[src/design/gtu_pkg.sv]
// constants, types and register map of the general timer unit
package gtu_pkg;

  typedef enum logic [1:0] {
    MODE_TIMER   = 2'b00,
    MODE_GATED   = 2'b01,
    MODE_COUNTER = 2'b10,
    MODE_INCR    = 2'b11
  } gtu_mode_t;

  // per-timer control word, bit 0 at the bottom
  typedef struct packed {
    logic ovf_reload;
    logic trig_dir;
    logic trig_cnt;
    logic cap_clear;
    logic rl_ext;
    logic rl_fall;
    logic rl_rise;
    logic latch_clk;
    logic aux_reload;
    logic aux_en;
    logic [1:0] edge_sel;
    logic gate_pol;
    logic [2:0] prescale;
    logic ext_dir;
    logic down;
    logic run;
    gtu_mode_t mode;
  } gtu_ctrl_t;

  // pin order: core, aux a, aux b, capture, overflow; no capture timer direction pin
  typedef struct packed {
    logic [4:0] cnt_in;
    logic [3:0] dir_in;
    logic cap_in;
  } gtu_pins_t;

  localparam int NUM_TMR = 5;
  localparam int CORE = 0;
  localparam int AUXA = 1;
  localparam int AUXB = 2;
  localparam int CAPT = 3;
  localparam int OVFT = 4;
  localparam int ADDR_W = 6;
  localparam int PRE_W = 10;
  localparam int CTRL_W = $bits(gtu_ctrl_t);
  localparam int RES1_CYC = 4;
  localparam int RES2_CYC = 2;
  localparam logic [5:0] OFS_TMR_BASE = 6'h00;
  localparam logic [5:0] TMR_STRIDE = 6'h08;
  localparam logic [5:0] OFS_CNT = 6'h04;
  localparam logic [5:0] OFS_CAPTURE_RELOAD_REGISTER = 6'h28;
  localparam logic [5:0] OFS_STATUS = 6'h2C;
  localparam logic [15:0] CNT_RST = 16'h0000;
  localparam logic [15:0] CNT_MAX = 16'hFFFF;
  localparam logic [PRE_W-1:0] PRE_RST = 10'h000;
  localparam gtu_ctrl_t CTRL_RST = '0;

endpackage : gtu_pkg

[src/design/gtu_top.sv]
// general timer unit: five 16-bit timers in two modules behind an avalon-mm slave
//
// Operation
// - five 16-bit timers in two modules, each alone or chained in its module.
// - first-module timers each select timer, gated, counter or incremental mode.
// - timer mode counts prescaled system clock ticks up or down.
// - counter mode counts edges seen on the timer's count pin.
// - gated mode runs only while the gate pin holds the enabling level.
// - first-module timers step at most once every 4 clocks in timer and gated modes.
// - direction set by software or flipped by the direction pin.
// - incremental mode decodes quadrature on count and direction pins.
// - core toggle latch flips on every core wrap, drives pin, clocks auxiliaries.
// - auxiliary timer in capture or reload role stops counting.
// - capture role copies core count on an edge at the aux pin.
// - reload role loads core on pin edge or chosen latch transition.
// - opposite latch transitions on both auxiliaries alternate reloads for pwm.
// - second module has two timers and capture/reload register, 2-clock resolution.
// - second-module timers use prescaled clock or external signals.
// - overflow toggle latch flips on wrap, clocks capture timer, drives pin.
// - overflow timer wraps feed capture compare clock and reload from register.
// - capture pin edge latches capture timer, optionally clearing it.
// - core count or direction pin transitions may also trigger that capture.
// - capture timer direction comes from software only, never a pin.
//
// Added by the designer: the address map and the Avalon-MM slave port.
`timescale 1ns/10ps
module gtu_top (
  input wire logic REF_CLK_I,
  input wire logic RST_N_I,
  input wire logic [gtu_pkg::ADDR_W-1:0] AVS_ADDRESS_I,
  input wire logic AVS_READ_I,
  input wire logic AVS_WRITE_I,
  input wire logic [31:0] AVS_WRITEDATA_I,
  input wire logic [3:0] AVS_BYTEENABLE_I,
  output logic [31:0] AVS_READDATA_O,
  output logic AVS_WAITREQUEST_O,
  input wire gtu_pkg::gtu_pins_t PINS_I,
  output logic CORE_TOGGLE_OUTPUT_O,
  output logic OVERFLOW_TOGGLE_OUTPUT_O,
  output logic CCU_CLOCK_EVENT_O
);
  import gtu_pkg::*;

  function automatic logic [31:0] be_merge(input logic [31:0] old, input logic [31:0] wd,
                                           input logic [3:0] be);
    logic [31:0] r;
    r = old;
    for (int b = 0; b < 4; b++) begin
      if (be[b]) begin
        r[8*b+:8] = wd[8*b+:8];
      end
    end
    return r;
  endfunction : be_merge

  function automatic logic edg(input logic [1:0] sel, input logic now, input logic old);
    return (sel[0] & now & !old) | (sel[1] & !now & old);
  endfunction : edg

  ////////////////////////////////////////////////////////////////////////////
  logic ack_q;
  logic [31:0] rdata_q;
  logic [31:0] rd_mux;
  logic wr_go;
  logic wr_cap;
  logic [NUM_TMR-1:0] wr_ctl;
  logic [NUM_TMR-1:0] wr_cnt;
  gtu_pins_t s1_q;
  gtu_pins_t s2_q;
  gtu_pins_t s3_q;
  logic [PRE_W-1:0] pre_q;
  logic core_toggle_latch_q;
  logic core_latch_old_q;
  logic overflow_toggle_latch_q;
  logic ovf_latch_old_q;
  logic ccu_event_q;
  logic [15:0] capture_reload_q;
  logic [31:0] cap_m;
  logic [4:0] cnt_now;
  logic [4:0] cnt_old;
  logic [4:0] dir_now;
  logic [4:0] dir_old;
  logic [NUM_TMR-1:0] ovf_w;
  logic [NUM_TMR-1:0] step_w;
  logic [NUM_TMR-1:0] dn_w;
  logic [NUM_TMR-1:0] load_en;
  logic [15:0] load_val [NUM_TMR];
  logic [15:0] cnt_w [NUM_TMR];
  gtu_ctrl_t ctrl_w [NUM_TMR];
  logic [2:1] rl_hit;
  logic [2:1] cap_hit;
  logic cap_trig;
  logic lrise;
  logic lfall;

  ////////////////////////////////////////////////////////////////////////////
  // one wait state: read data are registered so they stand at the release edge
  assign AVS_WAITREQUEST_O = (AVS_READ_I | AVS_WRITE_I) & !ack_q;
  assign wr_go = AVS_WRITE_I & ack_q;
  assign wr_cap = wr_go & (AVS_ADDRESS_I == OFS_CAPTURE_RELOAD_REGISTER);
  assign AVS_READDATA_O = rdata_q;

  always_ff @(posedge REF_CLK_I) begin
    if (!RST_N_I) begin
      ack_q <= 1'b0;
    end else begin
      ack_q <= (AVS_READ_I | AVS_WRITE_I) & !ack_q;
    end
  end

  always_comb begin
    rd_mux = 32'h0000_0000;
    for (int i = 0; i < NUM_TMR; i++) begin
      if (AVS_ADDRESS_I == ADDR_W'(OFS_TMR_BASE + TMR_STRIDE * i)) begin
        rd_mux = 32'(ctrl_w[i]);
      end
      if (AVS_ADDRESS_I == ADDR_W'(OFS_TMR_BASE + TMR_STRIDE * i + OFS_CNT)) begin
        rd_mux = {16'h0000, cnt_w[i]};
      end
    end
    if (AVS_ADDRESS_I == OFS_CAPTURE_RELOAD_REGISTER) begin
      rd_mux = {16'h0000, capture_reload_q};
    end
    if (AVS_ADDRESS_I == OFS_STATUS) begin
      rd_mux = {30'h0000_0000, overflow_toggle_latch_q, core_toggle_latch_q};
    end
  end

  always_ff @(posedge REF_CLK_I) begin
    if (!RST_N_I) begin
      rdata_q <= 32'h0000_0000;
    end else if (AVS_READ_I && !ack_q) begin
      rdata_q <= rd_mux;
    end
  end

  ////////////////////////////////////////////////////////////////////////////
  // s3 is only a history stage for edge detection on the already clean s2
  always_ff @(posedge REF_CLK_I) begin
    if (!RST_N_I) begin
      s1_q <= '0;
      s2_q <= '0;
      s3_q <= '0;
    end else begin
      s1_q <= PINS_I;
      s2_q <= s1_q;
      s3_q <= s2_q;
    end
  end

  assign cnt_now = s2_q.cnt_in;
  assign cnt_old = s3_q.cnt_in;
  // capture timer direction slot has no pin behind it
  assign dir_now = {s2_q.dir_in[3], 1'b0, s2_q.dir_in[2:0]};
  assign dir_old = {s3_q.dir_in[3], 1'b0, s3_q.dir_in[2:0]};

  always_ff @(posedge REF_CLK_I) begin
    if (!RST_N_I) begin
      pre_q <= PRE_RST;
    end else begin
      pre_q <= pre_q + 10'h001;
    end
  end

  ////////////////////////////////////////////////////////////////////////////
  always_ff @(posedge REF_CLK_I) begin
    if (!RST_N_I) begin
      core_toggle_latch_q <= 1'b0;
      core_latch_old_q <= 1'b0;
      overflow_toggle_latch_q <= 1'b0;
      ovf_latch_old_q <= 1'b0;
      ccu_event_q <= 1'b0;
    end else begin
      core_toggle_latch_q <= core_toggle_latch_q ^ ovf_w[CORE];
      core_latch_old_q <= core_toggle_latch_q;
      overflow_toggle_latch_q <= overflow_toggle_latch_q ^ ovf_w[OVFT];
      ovf_latch_old_q <= overflow_toggle_latch_q;
      ccu_event_q <= ovf_w[OVFT];
    end
  end

  assign CORE_TOGGLE_OUTPUT_O = core_toggle_latch_q;
  assign OVERFLOW_TOGGLE_OUTPUT_O = overflow_toggle_latch_q;
  assign CCU_CLOCK_EVENT_O = ccu_event_q;

  ////////////////////////////////////////////////////////////////////////////
  assign lrise = ovf_w[CORE] & !core_toggle_latch_q;
  assign lfall = ovf_w[CORE] & core_toggle_latch_q;

  always_comb begin
    for (int j = AUXA; j <= AUXB; j++) begin
      rl_hit[j] = ctrl_w[j].aux_en & ctrl_w[j].aux_reload &
                  ((ctrl_w[j].rl_ext & edg(ctrl_w[j].edge_sel, cnt_now[j], cnt_old[j])) |
                   (ctrl_w[j].rl_rise & lrise) | (ctrl_w[j].rl_fall & lfall));
      cap_hit[j] = ctrl_w[j].aux_en & !ctrl_w[j].aux_reload &
                   edg(ctrl_w[j].edge_sel, cnt_now[j], cnt_old[j]);
    end
  end

  assign cap_trig = edg(ctrl_w[CAPT].edge_sel, s2_q.cap_in, s3_q.cap_in) |
                    (ctrl_w[CAPT].trig_cnt & (cnt_now[CORE] ^ cnt_old[CORE])) |
                    (ctrl_w[CAPT].trig_dir & (dir_now[CORE] ^ dir_old[CORE]));

  // aux a wins when both reload at the same edge
  always_comb begin
    load_en[CORE] = rl_hit[AUXA] | rl_hit[AUXB];
    load_val[CORE] = rl_hit[AUXA] ? cnt_w[AUXA] : cnt_w[AUXB];
    load_en[AUXA] = cap_hit[AUXA];
    load_val[AUXA] = cnt_w[CORE];
    load_en[AUXB] = cap_hit[AUXB];
    load_val[AUXB] = cnt_w[CORE];
    load_en[CAPT] = cap_trig & ctrl_w[CAPT].cap_clear;
    load_val[CAPT] = CNT_RST;
    load_en[OVFT] = ctrl_w[OVFT].ovf_reload & ovf_w[OVFT];
    load_val[OVFT] = capture_reload_q;
  end

  // a capture beats a bus write in the same cycle
  assign cap_m = be_merge({16'h0000, capture_reload_q}, AVS_WRITEDATA_I, AVS_BYTEENABLE_I);
  always_ff @(posedge REF_CLK_I) begin
    if (!RST_N_I) begin
      capture_reload_q <= CNT_RST;
    end else if (cap_trig) begin
      capture_reload_q <= cnt_w[CAPT];
    end else if (wr_cap) begin
      capture_reload_q <= cap_m[15:0];
    end
  end

  ////////////////////////////////////////////////////////////////////////////
  for (genvar i = 0; i < NUM_TMR; i++) begin : g_tmr
    localparam int RES = (i < CAPT) ? RES1_CYC : RES2_CYC;
    localparam logic FIRST = (i < CAPT);
    localparam logic CHAIN = (i >= AUXA) && (i <= CAPT);
    gtu_ctrl_t ctl_q;
    logic [15:0] cnt_q;
    logic [31:0] ctl_m;
    logic [31:0] cnt_m;
    logic [PRE_W-1:0] div;
    logic tick;
    logic src_now;
    logic src_old;
    logic quad;
    logic step;
    logic dn;
    logic active;

    assign wr_ctl[i] = wr_go & (AVS_ADDRESS_I == ADDR_W'(OFS_TMR_BASE + TMR_STRIDE * i));
    assign wr_cnt[i] = wr_go &
                       (AVS_ADDRESS_I == ADDR_W'(OFS_TMR_BASE + TMR_STRIDE * i + OFS_CNT));
    assign ctl_m = be_merge(32'(ctl_q), AVS_WRITEDATA_I, AVS_BYTEENABLE_I);
    assign cnt_m = be_merge({16'h0000, cnt_q}, AVS_WRITEDATA_I, AVS_BYTEENABLE_I);

    // the prescaler never divides below the module's finest step
    assign div = PRE_W'(RES << ctl_q.prescale);
    assign tick = (pre_q & (div - 10'h001)) == PRE_RST;

    // chained timers count transitions of the partner latch instead of the pin
    assign src_now = (CHAIN && ctl_q.latch_clk) ?
                     ((i == CAPT) ? overflow_toggle_latch_q : core_toggle_latch_q) :
                     cnt_now[i];
    assign src_old = (CHAIN && ctl_q.latch_clk) ?
                     ((i == CAPT) ? ovf_latch_old_q : core_latch_old_q) : cnt_old[i];
    assign quad = FIRST & ((cnt_now[i] ^ cnt_old[i]) | (dir_now[i] ^ dir_old[i]));

    always_comb begin
      unique case (ctl_q.mode)
        MODE_TIMER: step = tick;
        MODE_GATED: step = tick & (cnt_now[i] == ctl_q.gate_pol);
        MODE_COUNTER: step = edg(ctl_q.edge_sel, src_now, src_old);
        MODE_INCR: step = quad;
      endcase
    end

    // leading a gives up; down bit inverts the sense
    assign dn = (FIRST && ctl_q.mode == MODE_INCR) ?
                (ctl_q.down ^ !(cnt_now[i] ^ dir_old[i])) :
                (ctl_q.down ^ (ctl_q.ext_dir & dir_now[i]));
    assign active = ctl_q.run & !(ctl_q.aux_en && (i == AUXA || i == AUXB));
    assign ovf_w[i] = active & step & (dn ? (cnt_q == CNT_RST) : (cnt_q == CNT_MAX));
    assign step_w[i] = active & step;
    assign dn_w[i] = dn;
    assign cnt_w[i] = cnt_q;
    assign ctrl_w[i] = ctl_q;

    always_ff @(posedge REF_CLK_I) begin
      if (!RST_N_I) begin
        ctl_q <= CTRL_RST;
      end else if (wr_ctl[i]) begin
        ctl_q <= gtu_ctrl_t'(ctl_m[CTRL_W-1:0]);
      end
    end

    // wrap falls out of 16-bit arithmetic
    always_ff @(posedge REF_CLK_I) begin
      if (!RST_N_I) begin
        cnt_q <= CNT_RST;
      end else if (wr_cnt[i]) begin
        cnt_q <= cnt_m[15:0];
      end else if (load_en[i]) begin
        cnt_q <= load_val[i];
      end else if (active && step) begin
        cnt_q <= dn ? cnt_q - 16'h0001 : cnt_q + 16'h0001;
      end
    end
  end
endmodule : gtu_top

[config.mk]
export PLATFORM = sky130hd
export DESIGN_NAME = gtu_top
export DESIGN_NICKNAME = d
export VERILOG_FILES = /design/src/design/gtu_pkg.sv /design/src/design/gtu_top.sv
export SDC_FILE = /design/constraint.sdc
export NUM_CORES = 1
export LEC_CHECK = 0
export ABC_AREA = 1
export BUFFER_PORTS_ARGS = -buffer_cell sky130_fd_sc_hd__buf_4
export CAP_MARGIN = 5
export CORE_MARGIN = 2
export CORE_UTILIZATION = 35
export DETAILED_ROUTE_END_ITERATION = 8
export PLACE_DENSITY = 0.54
export SLEW_MARGIN = 5
export SYNTH_ARGS = -nofsm -noshare
export SYNTH_HDL_FRONTEND = slang
export SYNTH_SLANG_ARGS = --single-unit
[constraint.sdc]
create_clock -name REF_CLK_I -period 6.5 [get_ports REF_CLK_I]
set_clock_uncertainty 0.2 [all_clocks]
set_input_delay 0.975 -clock REF_CLK_I [delete_from_list [all_inputs] [get_ports REF_CLK_I]]
set_output_delay 0.975 -clock REF_CLK_I [all_outputs]
set_load 0.02 [all_outputs]
==> insert_results.sql <==
INSERT INTO impl_metrics (metric_group, metric, value, unit) VALUES
('sta', 'min_period', '4.86', 'ns'),
('sta', 'rsz0062_at_grt', 'false', ''),
('die', 'num_rows', '83', ''),
('synth', 'netlist_area', '18200', 'µm²'),
('cells_and_area', 'n_antenna_cell', '0', ''),
('die', 'design.die.area', '53900', 'µm²'),
('synth', 'xor_and_xnor_area_share_after_synthesis', '0.0231', ''),
('sta', 'final-hold-violation-count', '0', ''),
('clock_tree', 'resized_gates_after_cts', '0', ''),
('clock_tree', 'cts-hold-fix-buffers', '0', ''),
('worst_hold_path', 'hp-class', 'flop to flop', ''),
('cells_and_area', 'nets', '3042', ''),
('detailed_routing', 'drcViolationCount', '0', ''),
('placed_design', 'gpl.final_weighted_congestion', '0.975', ''),
('detailed_routing', 'drt_wl_total', '73300', 'µm'),
('detailed_routing', 'vias_per_cell', '5.44', ''),
('synth', 'postSynthRegisterBits', '266', ''),
('cells_and_area', 'syn_to_final_growth', '10.3', '%'),
('synth', 'synth_cell_types', '49', ''),
('die', 'floorplan.initialDensity', '0.354', ''),
('worst_setup_path', 'worst_endpoint_data_arrival_time', '5.10', 'ns'),
('clock_tree', 'clk_pin_slew_worst_paths', '0.06', 'ns'),
('clock_tree', 'clk-insertion-delay-late', '0.60', 'ns'),
('synth', 'synthSimpleGateAreaFrac', '0.294', ''),
('die', 'core', '51400', 'µm²'),
('clock_tree', 'tritoncts_num_sinks', '266', ''),
('sta', 'setup_total_negative_slack', '0', 'ns'),
('synth', 'ys_dominant_reg_cell', 'sky130_fd_sc_hd__dfxtp_1', ''),
('synth', 'synth_sequential_area_ratio', '0.292', ''),
('die', 'floorplan.die.width', '232', 'µm'),
('sta', 'period_share', '0.747', ''),
('clock_tree', 'ctsHtreeMaxLevel', '1', ''),
('clock_tree', 'post_cts_buffers', '0', ''),
('grt', 'antenna_violations_before_repair', '1', ''),
('clock_tree', 'cts-root-buf', 'sky130_fd_sc_hd__clkbuf_16', ''),
('synth', 'post_synth.cell_area_avg', '6.25', 'µm²'),
('synth', 'synth_most_common_cell', 'sky130_fd_sc_hd__nand2_1', ''),
('clock_tree', 'cts.path.max_buffers', '3', ''),
('sta', 'tightestPinTransition', '1.18', 'ns'),
('worst_setup_path', 'worst_setup_start_kind', 'flop', ''),
('synth', 'post_synth_fa_ha_maj_area_fraction', '0.0563', ''),
('synth', 'postSynthCellCount', '2913', ''),
('sta', 'report.final.setup_viol', '0', ''),
('sta', 'timing.slew.headroom', '0.212', ''),
('clock_tree', 'cts_buffers', '31', ''),
('power_and_ir_drop', 'leakage_power_of_the_design', '8.86', 'nW'),
('worst_setup_path', 'timing.critical_path.required', '6.74', 'ns'),
('power_and_ir_drop', 'p_per_area', '184', 'nW/µm²'),
('worst_setup_path', 'critPathMaxFanout', '21', ''),
('worst_setup_path', 'cp_cell_sequence', 'xnor2_1 > o21ai_0 > nand2_1 > nand2_1 > inv_1 > or2_2 > a21oi_1 > ha_1 > inv_1 > o21ai_0 > inv_1 > nand2_1 > nand2_1 > nand2_1 > nor2_4 > a21oi_2 > nor2_1 > nor2_1 > nor2_1', ''),
('outcome', 'outcome', 'finished clean', ''),
('detailed_routing', 'postRouteAntennaNets', '0', ''),
('synth', 'yosysWarnings', '0', ''),
('cells_and_area', 'multi_input_area', '11000', 'µm²'),
('worst_setup_path', 'cell_type_of_the_slowest_stage_on_the_worst_timing_path', 'sky130_fd_sc_hd__nand2_1', ''),
('detailed_routing', 'routed-via-count', '19600', ''),
('detailed_routing', 'wl_per_cell', '20.3', 'µm'),
('synth', 'synth.mux.area_fraction', '0', ''),
('detailed_routing', 'drt_first_iter_violations', '2014', ''),
('synth', 'synth_async_reset_ratio', '0', ''),
('sta', 'drv_slew', '0', ''),
('die', 'design.portCount', '92', ''),
('grt', 'grt_total_ovfl', '0', ''),
('grt', 'wire_length_of_the_first_global_routing_pass', '109000', 'µm'),
('synth', 'combinational_family_with_the_most_area_after_synthesis', 'simple AND/OR/NAND/NOR gates', ''),
('worst_setup_path', 'timing.critical_path.mode_cell', 'sky130_fd_sc_hd__nand2_1', ''),
('flow_run', 'max_cap_violations', '0', ''),
('sta', 'fmax', '206', 'MHz'),
('worst_setup_path', 'worst-setup-path-type', 'flop to flop', ''),
('grt', 'grt_util_all_layers', '0.266', ''),
('cells_and_area', 'fill_cells', '5574', '');
==> cells by family (layout without fill, tap and decap cells) <==
| group | Yosys count | in the layout |
|---|---|---|
| AO/OA/AOI/OAI | 757 | 757 |
| XOR/XNOR | 48 | 48 |
| adder cells (fa/ha/maj) | 79 | 79 |
| buffers and inverters | 485 | 493 |
| flip-flops | 266 | 266 |
| other | 1 | 11 |
| AND/OR/NAND/NOR | 1277 | 1277 |
==> placed cells by master, fill, tap and decap left out, types with 6 or more instances in the layout <==
cell type | Yosys | final
sky130_fd_sc_hd__a21o_1 | 7 | 7
sky130_fd_sc_hd__a21oi_1 | 366 | 366
sky130_fd_sc_hd__a31oi_1 | 22 | 22
sky130_fd_sc_hd__buf_4 | 23 | 76
sky130_fd_sc_hd__clkbuf_1 | 64 | 7
sky130_fd_sc_hd__clkbuf_16 | 0 | 31
sky130_fd_sc_hd__clkbuf_8 | 0 | 6
sky130_fd_sc_hd__conb_1 | 1 | 11
sky130_fd_sc_hd__dfxtp_1 | 266 | 266
sky130_fd_sc_hd__ha_1 | 74 | 74
sky130_fd_sc_hd__inv_1 | 340 | 339
sky130_fd_sc_hd__inv_2 | 17 | 18
sky130_fd_sc_hd__nand2_1 | 733 | 733
sky130_fd_sc_hd__nand2_2 | 15 | 15
sky130_fd_sc_hd__nand3_1 | 208 | 208
sky130_fd_sc_hd__nand3b_1 | 9 | 9
sky130_fd_sc_hd__nand4_1 | 24 | 24
sky130_fd_sc_hd__nor2_1 | 232 | 232
sky130_fd_sc_hd__nor2_2 | 10 | 10
sky130_fd_sc_hd__nor2_4 | 7 | 7
sky130_fd_sc_hd__nor3_1 | 11 | 11
sky130_fd_sc_hd__nor4_1 | 10 | 10
sky130_fd_sc_hd__o211ai_1 | 31 | 31
sky130_fd_sc_hd__o21ai_0 | 242 | 242
sky130_fd_sc_hd__o21ai_1 | 22 | 22
sky130_fd_sc_hd__o21bai_1 | 8 | 8
sky130_fd_sc_hd__o22ai_1 | 27 | 27
sky130_fd_sc_hd__or2_2 | 15 | 15
sky130_fd_sc_hd__xnor2_1 | 28 | 28
sky130_fd_sc_hd__xor2_1 | 20 | 20
==> state kept, by name, summed over array words and instances, names as in the netlist, 3 cells and up <==
name	flops
capture_reload_q	16
g_tmr.active	3
AVS_READDATA_O	21
dir_old	3
pre_q	9
dir_now	4
cnt_now	5
g_tmr.cnt_q	80
ctrl_w	101
cnt_old	5
s1_q	10
==> metrics by stage <==
stage	cell area (µm²)	setup slack, ns	total power, W	std cells	hold slack (ns)
after floorplan	18300	3.37	0.00182	2923	0.190
after global placement	19100	1.83	0.00193	3554	0.195
after detailed placement	19100	1.78	0.00193	3554	0.202
after CTS	20100	1.75	0.00371	3611	0.216
after global routing	20100	1.17	0.00379	3611	0.240
final	20100	1.64	0.00369	3611	0.212
==> layout make-up <==
cell class,count,area share
Multi-Input combinational cell,2172,0.546
Sequential cell,266,0.265
Inverter,359,0.0672
Clock buffer,44,0.0440
Tap cell,680,0.0424
Timing Repair Buffer,77,0.0290
Clock inverter,13,0.00666
==> routing by layer <==
metal | global-route usage | wire (µm) | up-vias
met5 | 0 | 12 | -
li1 | - | - | 9593
met4 | 0.105 | 3180 | 2
met2 | 0.405 | 30500 | 846
met1 | 0.379 | 33200 | 9031
met3 | 0.0349 | 6460 | 168
==> final timing paths <==
path	start	end	slack, ns	depth (start not counted)
worst min-delay path	s1_q[2]$_SDFF_PN0_	dir_now[1]$_SDFF_PN0_	0.21	2
worst max-delay path	cnt_now[0]$_SDFF_PN0_	g_tmr[0].cnt_q[11]$_SDFFE_PN0P_	1.64	19
worst max register to register	cnt_now[0]$_SDFF_PN0_	g_tmr[0].cnt_q[11]$_SDFFE_PN0P_	1.64	19
worst min register to register	s1_q[2]$_SDFF_PN0_	dir_now[1]$_SDFF_PN0_	0.21	2
==> critical path, delay by kind of cell (launching register included) <==
| family | cells | cell delay, ns |
|---|---|---|
| flip-flops | 1 | 0.47 |
| adder cells (fa/ha/maj) | 1 | 0.20 |
| buffers and inverters | 3 | 0.40 |
| XOR/XNOR | 1 | 0.13 |
| AO/OA/AOI/OAI | 4 | 1.22 |
| AND/OR/NAND/NOR | 10 | 2.08 |
==> report_power, final <==
part	switching [W]	internal, W
combinational	0.000187	0.0000605
sequential	0.0000141	0.00164
clock	0.000762	0.00103
No activity file was read; power rests on OpenSTA's default activity.
